[config.mk]
export PLATFORM = sky130hd
export DESIGN_NAME = lpmc_ctrl
export DESIGN_NICKNAME = d
export VERILOG_FILES = /design/src/common/lpmc_pkg.sv /design/src/hdl/lpmc_ctrl.sv
export VERILOG_INCLUDE_DIRS = /design/src /design/src/common
export SDC_FILE = /design/constraint.sdc
export NUM_CORES = 1
export LEC_CHECK = 0
export BUFFER_PORTS_ARGS = -buffer_cell sky130_fd_sc_hd__clkbuf_2
export CORE_MARGIN = 4
export CORE_UTILIZATION = 50
export CTS_CLUSTER_DIAMETER = 60
export DETAILED_ROUTE_END_ITERATION = 6
export PLACE_DENSITY_LB_ADDON = 0.1
export SETUP_SLACK_MARGIN = 0.5
export SLEW_MARGIN = 20
export SYNTH_ARGS = -nofsm -noshare
export SYNTH_HDL_FRONTEND = slang
export SYNTH_SLANG_ARGS = --single-unit
[constraint.sdc]
create_clock -name clk_i -period 3.1 [get_ports clk_i]
set_input_delay 0.465 -clock clk_i [delete_from_list [all_inputs] [get_ports clk_i]]
set_output_delay 0.465 -clock clk_i [all_outputs]
set_load 0.01 [all_outputs]
[src/common/lpmc_defs.svh]
// Constants for the low-power mode controller: register offsets, fields, timing.
// Assumes inclusion by bare name from design files.
`ifndef LPMC_DEFS_SVH
`define LPMC_DEFS_SVH

`define LPMC_PMC_IDX        8'h87
`define LPMC_PMC_ADDR       10'h21c
`define LPMC_STAT_ADDR      10'h220
`define LPMC_PMC_RST        8'h00
`define LPMC_BIT_IDLE       0
`define LPMC_BIT_PD         1
`define LPMC_SETTLE_NS      1000
`define LPMC_CLK_NS         10
`define LPMC_SETTLE_CYC     ((`LPMC_SETTLE_NS + `LPMC_CLK_NS - 1) / `LPMC_CLK_NS)

`endif

[src/common/lpmc_pkg.sv]
// Types for the low-power mode controller.
// Assumes no other package.
package lpmc_pkg;
	typedef enum logic [1:0] {
		LPMC_RUN,
		LPMC_IDLE,
		LPMC_PDOWN,
		LPMC_SETTLE
	} lpmc_state_t;
endpackage

[src/hdl/lpmc_ctrl.sv]
// Low-power mode controller: idle and power-down sequencing with wake logic.
// Assumes classic Wishbone master on clk_i, wake sources on clk_i except pins.
//
// What this block does
// Clear watchdog on sleep entry and wake
// Power-down bit stops CPU and peripheral clocks
// Power-down wake clears bit, handler, resume
// Both bits set: power-down only, no idle
// Idle bit stops only CPU clock
// Idle wake clears bit, handler, resume
// Idle freezes CPU state and port levels
// Idle write is last instruction before idle
// Any enabled interrupt ends idle
// Non-software resets end idle
// Power-down halts clock whatever its source
// Power-down write last; RAM, pins kept
// Non-software resets end power-down
// Pin or power-on reset restarts program
// External pin wakes if enabled and global
// Supply-drop, watchdog, keypad interrupts also wake
// Keypad wakes on edge opposite entry level
// Software enables supply-drop detector before entry
// Hold CPU until restarted clock has settled
`timescale 1ns/1ns
`include "lpmc_defs.svh"

module lpmc_ctrl (
	input  wire logic        clk_i,
	input  wire logic        rst_i,
	input  wire logic [31:0] wb_adr_i,
	input  wire logic [31:0] wb_dat_i,
	output logic      [31:0] wb_dat_o,
	input  wire logic [3:0]  wb_sel_i,
	input  wire logic        wb_we_i,
	input  wire logic        wb_cyc_i,
	input  wire logic        wb_stb_i,
	output logic             wb_ack_o,
	input  wire logic        global_interrupt_enable_i,
	input  wire logic [1:0]  ext_int_en_i,
	input  wire logic [1:0]  ext_int_pin_i,
	input  wire logic        enabled_irq_pending_i,
	input  wire logic        supply_drop_irq_i,
	input  wire logic        watchdog_irq_i,
	input  wire logic        pin_change_keypad_en_i,
	input  wire logic [7:0]  pin_change_keypad_i,
	input  wire logic        hw_reset_i,
	input  wire logic        full_init_reset_i,
	output logic             cpu_clk_en_o,
	output logic             periph_clk_en_o,
	output logic             osc_run_o,
	output logic             cpu_hold_o,
	output logic             watchdog_counter_clr_o,
	output logic             port_freeze_o,
	output logic             cpu_full_init_o
);

	logic [7:0]              pmc_q, pmc_d;
	lpmc_pkg::lpmc_state_t   st_q, st_d;
	logic [7:0]              settle_q, settle_d;
	logic                    wdc_q, wdc_d;
	logic                    ack_q;
	logic [31:0]             rdat_q;
	logic                    finit_q;
	logic [1:0]              ext_s1_q, ext_s2_q;
	logic [7:0]              kp_s1_q, kp_s2_q, kp_ref_q;

	function automatic logic wb_hit(input logic [31:0] adr, input logic [9:0] off);
		wb_hit = (adr[9:2] == off[9:2]) && (adr[31:10] == 22'h0);
	endfunction

	// Bus decode
	wire bus_req   = wb_cyc_i && wb_stb_i && !ack_q;
	wire hit_pmc   = wb_hit(wb_adr_i, `LPMC_PMC_ADDR);
	wire hit_stat  = wb_hit(wb_adr_i, `LPMC_STAT_ADDR);
	wire wr_pmc    = bus_req && wb_we_i && hit_pmc && wb_sel_i[0];
	wire [7:0] wr_val = wb_dat_i[7:0];
	wire wr_pd     = wr_pmc && wr_val[`LPMC_BIT_PD];
	wire wr_idle   = wr_pmc && wr_val[`LPMC_BIT_IDLE];

	// Wake sources
	wire ext_wake  = global_interrupt_enable_i && |(ext_int_en_i & ext_s2_q);
	wire kp_wake   = pin_change_keypad_en_i && |(kp_s2_q ^ kp_ref_q);
	wire pd_wake   = ext_wake || kp_wake || supply_drop_irq_i || watchdog_irq_i;
	wire idle_wake = enabled_irq_pending_i;

	wire in_run    = (st_q == lpmc_pkg::LPMC_RUN);
	wire in_idle   = (st_q == lpmc_pkg::LPMC_IDLE);
	wire in_pd     = (st_q == lpmc_pkg::LPMC_PDOWN);
	wire in_settle = (st_q == lpmc_pkg::LPMC_SETTLE);
	wire settled   = (settle_q == 8'h00);

	always_comb begin
		st_d     = st_q;
		pmc_d    = pmc_q;
		settle_d = settle_q;
		wdc_d    = 1'b0;
		if (wr_pmc)
			pmc_d = wr_val;
		case (st_q)
			lpmc_pkg::LPMC_RUN: begin
				if (wr_pd) begin
					st_d  = lpmc_pkg::LPMC_PDOWN;
					wdc_d = 1'b1;
				end else if (wr_idle) begin
					st_d  = lpmc_pkg::LPMC_IDLE;
					wdc_d = 1'b1;
				end
			end
			lpmc_pkg::LPMC_IDLE: begin
				if (idle_wake) begin
					st_d  = lpmc_pkg::LPMC_RUN;
					pmc_d[`LPMC_BIT_IDLE] = 1'b0;
					wdc_d = 1'b1;
				end
			end
			lpmc_pkg::LPMC_PDOWN: begin
				if (pd_wake) begin
					st_d     = lpmc_pkg::LPMC_SETTLE;
					settle_d = 8'(`LPMC_SETTLE_CYC - 1);
				end
			end
			lpmc_pkg::LPMC_SETTLE: begin
				if (settled) begin
					st_d  = lpmc_pkg::LPMC_RUN;
					// Idle bit also dropped so no idle after power-down
					pmc_d[`LPMC_BIT_PD]   = 1'b0;
					pmc_d[`LPMC_BIT_IDLE] = 1'b0;
					wdc_d = 1'b1;
				end else begin
					settle_d = settle_q - 8'h01;
				end
			end
			default: st_d = lpmc_pkg::LPMC_RUN;
		endcase
		// Hardware resets end any low-power state
		if (hw_reset_i) begin
			st_d  = lpmc_pkg::LPMC_RUN;
			pmc_d = `LPMC_PMC_RST;
		end
	end

	always_ff @(posedge clk_i) begin
		if (rst_i)
			st_q <= lpmc_pkg::LPMC_RUN;
		else
			st_q <= st_d;
	end

	always_ff @(posedge clk_i) begin
		if (rst_i)
			pmc_q <= `LPMC_PMC_RST;
		else
			pmc_q <= pmc_d;
	end

	always_ff @(posedge clk_i) begin
		if (rst_i)
			settle_q <= 8'h00;
		else
			settle_q <= settle_d;
	end

	// One-cycle watchdog clear pulse
	always_ff @(posedge clk_i) begin
		if (rst_i)
			wdc_q <= 1'b0;
		else
			wdc_q <= wdc_d;
	end

	// External interrupt pin synchroniser
	always_ff @(posedge clk_i) begin
		if (rst_i) begin
			ext_s1_q <= 2'h0;
			ext_s2_q <= 2'h0;
		end else begin
			ext_s1_q <= ext_int_pin_i;
			ext_s2_q <= ext_s1_q;
		end
	end

	// Keypad pin synchroniser
	always_ff @(posedge clk_i) begin
		if (rst_i) begin
			kp_s1_q <= 8'h00;
			kp_s2_q <= 8'h00;
		end else begin
			kp_s1_q <= pin_change_keypad_i;
			kp_s2_q <= kp_s1_q;
		end
	end

	// Keypad level captured at entry; wake on the opposite level
	always_ff @(posedge clk_i) begin
		if (rst_i)
			kp_ref_q <= 8'h00;
		else if (!in_pd)
			kp_ref_q <= kp_s2_q;
	end

	// Full initialisation request after pin or power-on reset
	always_ff @(posedge clk_i) begin
		if (rst_i)
			finit_q <= 1'b0;
		else
			finit_q <= full_init_reset_i;
	end

	// Wishbone slave: one wait state, unmapped reads zero
	always_ff @(posedge clk_i) begin
		if (rst_i) begin
			ack_q  <= 1'b0;
			rdat_q <= 32'h0;
		end else begin
			ack_q  <= bus_req;
			if (bus_req && !wb_we_i)
				rdat_q <= hit_pmc ? {24'h0, pmc_q} :
					hit_stat ? {28'h0, settle_q == 8'h00, in_settle, in_pd, in_idle} :
					32'h0;
		end
	end

	assign wb_ack_o               = ack_q;
	assign wb_dat_o               = rdat_q;
	assign cpu_clk_en_o           = in_run;
	assign periph_clk_en_o        = !(in_pd || in_settle);
	assign osc_run_o              = !in_pd;
	assign cpu_hold_o             = !in_run;
	assign port_freeze_o          = !in_run;
	assign watchdog_counter_clr_o = wdc_q;
	assign cpu_full_init_o        = finit_q;
endmodule // lpmc_ctrl

==> impl_summary.txt <==
----------------------------------------------------
[Worst setup path]
  Worst R2R Path Depth ... 7
  Sort of element at the start of the critical path ... register
  Crit path capture type ... register
  Stages on worst setup path ... 7
  Critical path start-end classification ... reg2reg
  Required time reported for the critical path endpoint ... 3300 ps
  Largest delay contributor family on the critical path ... simple AND/OR/NAND/NOR gates
  Series of cell instances along the critical path ... inv_2, nor2_8, inv_2, a2111o_1, and3_1, nor3_1, nor4_1
  Cell occurring most often along the worst timing path ... sky130_fd_sc_hd__inv_2
  Worst path max stage delay ... 580 ps
  Cell with the biggest individual delay on the critical path ... sky130_fd_sc_hd__dfxtp_1
  Highest net fanout along the worst path ... 13
  Crit path buf inv count ... 2
  Arr. time, crit path ... 2400 ps

[Power and ir drop]
  Internal power contribution ... 1.18 mW
  Power spent charging and discharging nets ... 380 uW
  Clock group share of total power ... 43.3%
  Logic pwr share ... 8.1%
  Static Leakage ... 1.32 nW
  Max IR drop VDD ... 0.458 mV
  Sequential Power Share ... 48.6%
  Power density over cell area ... 478 nW/um^2
  Switching part of the total power ... 24.3%

[Logic synthesis]
  Share of the synthesized area in the top cell type ... 41.6%
  Most used DFF post-synth ... sky130_fd_sc_hd__dfxtp_1
  Number of enable flip-flop cells after synthesis ... 0
  Netlist Area Pre-Place ... 2740 um^2
  Yosys warning count ... 0
  Post-synth ARST share ... 0%
  Post-synth top area cell ... sky130_fd_sc_hd__dfxtp_1
  Count of state elements after synthesis ... 57
  Sequential share of the synthesized area ... 41.6%
  Synth Instances ... 300
  Dominant cells by area after synthesis ... sky130_fd_sc_hd__dfxtp_1 42%, sky130_fd_sc_hd__buf_4 7.4%, sky130_fd_sc_hd__nor2b_1 5.7%
  Mean post-synth cell area ... 9.14 um^2
  Distinct cells, synth ... 59

[Placed design]
  Final weighted congestion in routability-driven placement ... 0.818
  IO Port Bufs ... 78
  Post-Place Setup Slack ... 888 ps
  DP Wirelength ... 4410 um

[Routing]
  Detail-routed via count per cell ... 5.06
  Initial drt markers ... 116
  First-pass iteration count of the detailed router ... 4
  Routed wire length per instance ... 12.9 um
  DRC Markers ... 0
  Total detailed-routing wirelength ... 5810 um
  Number of vias in the routed layout ... 2,289
  ANT nets after route ... 0

[Die]
  Floorplan die area ... 6730 um^2
  Count of pins on the block boundary ... 132
  Die boundary width ... 82.1 um
  Y dimension of the die ... 82.1 um
  Placement row count ... 26
  Starting Density ... 52.7%
  Area of the core region ... 5200 um^2

[Global route]
  GR Layer Usage met2 ... 31.9%
  First-pass GRT wire length ... 9920 um
  GRT Total Usage ... 19.3%
  Via count of the first global-routing pass ... 2,179
  Met3 usage in global routing ... 6.58%
  Global-route track usage on met1 ... 23.1%
  Total global routing overflow ... 0
  Largest net degree at the start of global routing ... 45
  Antenna violations before repair ... 0
  Busiest metal layer after global routing ... met2

[Finish]
  Share of cells above drive strength 1 ... 30.4%
  ANT cells ... 0
  Fillcell total ... 463
  Total number of nets in the final design ... 471
  Synth-to-Final Area Change ... 19.2%

[Clock tree]
  CTS sink cnt ... 57
  Post-CTS Setup Repair Bufs ... 0
  Post-CTS clock slew at the launch and capture registers of the worst setup and hold paths ... 70 ps
  Cts repair resizes ... 0
  Inserted Clock Buffers ... 9
  Cell chosen for the clock root ... sky130_fd_sc_hd__clkbuf_8
  Maximum clock insertion buffer count ... 2
  CTS H-tree depth ... 3
  CTS tree ... yes
  CTS Hold Bufs ... 0
  Worst-skew pair later-pin latency ... 330 ps

[STA]
  Setup repair after global routing missed its margin ... no
  PnR worst setup slack ... 898 ps
  Fin crit period ... 2200 ps
  Final Max Tran Viols ... 0
  Final-layout setup total negative slack ... 0 ps
  Post-Route Skew ... 6.72 ps
  Rel. slew slack ... 60.7%
  Count of endpoints failing hold in the final timing report ... 0
  Final setup violation count ... 0
  Final critical-path share of the clock period ... 71.0%
  Worst Tran Pin Value ... 588 ps
  Highest clock frequency the design can meet ... 0.454 GHz

[Outcome]
  Outcome ... finished clean

[Run]
  Number of max-capacitance violations reported ... 0

[Min path]
  Worst Hold Path Cells ... 2
  HP Class ... in2reg

----------------------------------------------------
[layout make-up]
cell class	count	area, um^2	area share (%)
Clock inverter	6	67.6	2.07
Inverter	6	22.5	0.689
Multi-Input combinational cell	223	1420	43.3
Clock buffer	10	128	3.91
Sequential cell	57	1140	34.9
Timing Repair Buffer	80	405	12.4
Tap cell	70	87.6	2.68
[path summary, 6_finish.rpt]
check	from	to	slack [ps]
worst min-delay path	ext_int_pin_i[0]	ext_s1_q[0]	330
worst max-delay path	st_q[1]	settle_q[4]	900
worst max register to register	st_q[1]	settle_q[4]	900
worst min register to register	kp_s1_q[6]	kp_s2_q[6]	430
[logic make-up (layout without fill, tap and decap cells)]
family | Yosys count | in the layout | share of synthesized area (%)
flops | 57 | 57 | 41.6
xor+xnor | 8 | 8 | 2.55
mux | 9 | 9 | 3.33
compound gates | 52 | 52 | 14.5
other cells | 1 | 24 | 0.137
fa+ha+maj | 2 | 2 | 0.912
simple gates | 128 | 128 | 27.1
buf+inv | 43 | 102 | 9.90
[registers in the layout, indices dropped and copies added (netlist names)]
name and cells:
kp_ref_q 8, kp_s1_q 8, kp_s2_q 8, pmc_q 8
settle_q 8, wb_dat_o 8, ext_s1_q 2, ext_s2_q 2
st_q 2, cpu_full_init_o 1, watchdog_counter_clr_o 1, wb_ack_o 1
[metal layers]
metal / share of wire (%) / routed length (um) / vias to the layer above
li1: - / - / 1167
met1: 43 / 2490 / 1068
met2: 51 / 2990 / 47
met3: 4.5 / 261 / 7
met4: 1.2 / 69 / 0
met5: 0 / 0 / -
[power by group through the flow]
stage,registers (mW),logic [mW],clock network [mW]
floorplan,0.775,0.0909,0
global placement,0.775,0.124,0
detailed placement,0.775,0.127,0
CTS,0.759,0.128,0.696
global route,0.761,0.144,0.727
finish,0.759,0.127,0.676
[worst reg2reg max path, stage by stage (launching register included)]
cell and delay (ps):
sky130_fd_sc_hd__dfxtp_1 580, sky130_fd_sc_hd__inv_2 140, sky130_fd_sc_hd__nor2_8 180, sky130_fd_sc_hd__inv_2 160, sky130_fd_sc_hd__a2111o_1 530, sky130_fd_sc_hd__and3_1 230
sky130_fd_sc_hd__nor3_1 180, sky130_fd_sc_hd__nor4_1 70
[layout by cell type, fill, tap and decap left out, types with 3 or more instances in the layout]
cell type and instances:
sky130_fd_sc_hd__a21oi_1 19, sky130_fd_sc_hd__nor4_1 6, sky130_fd_sc_hd__dfxtp_1 57, sky130_fd_sc_hd__clkbuf_8 9, sky130_fd_sc_hd__xnor2_1 8, sky130_fd_sc_hd__conb_1 24, sky130_fd_sc_hd__nor2_1 21, sky130_fd_sc_hd__nand4_1 6
sky130_fd_sc_hd__mux2i_1 8, sky130_fd_sc_hd__nand2_1 29, sky130_fd_sc_hd__clkbuf_2 78, sky130_fd_sc_hd__nor2b_1 25, sky130_fd_sc_hd__inv_1 4, sky130_fd_sc_hd__nand3_1 10, sky130_fd_sc_hd__nor3_1 7, sky130_fd_sc_hd__nor3_2 3
sky130_fd_sc_hd__a221oi_1 3, sky130_fd_sc_hd__a211oi_1 5
[synth_stat cells, types with 3 or more instances]
cell type	number
sky130_fd_sc_hd__nor3_1	7
sky130_fd_sc_hd__inv_1	4
sky130_fd_sc_hd__nor2b_1	25
sky130_fd_sc_hd__buf_4	27
sky130_fd_sc_hd__nor3_2	3
sky130_fd_sc_hd__a221oi_1	3
sky130_fd_sc_hd__nand2_1	29
sky130_fd_sc_hd__dfxtp_1	57
sky130_fd_sc_hd__nand4_1	6
sky130_fd_sc_hd__nor2_1	21
sky130_fd_sc_hd__a21oi_1	19
sky130_fd_sc_hd__a211oi_1	5
sky130_fd_sc_hd__clkbuf_1	8
sky130_fd_sc_hd__mux2i_1	8
sky130_fd_sc_hd__nor4_1	6
sky130_fd_sc_hd__nand3_1	10
sky130_fd_sc_hd__xnor2_1	8
[per-stage QoR]
step                hold slack [ps]  instances  power, mW  cell area [um^2]  util (%)
finish                          334        452       1.56              3270      62.8
global route                    318        452       1.63              3270      62.8
CTS                             317        452       1.58              3270      62.8
detailed placement              420        436      0.902              3070      59.0
global placement                417        436      0.899              3070      59.0
floorplan                       414        323      0.866              2830         -
Power figures use the tool's default switching activity.
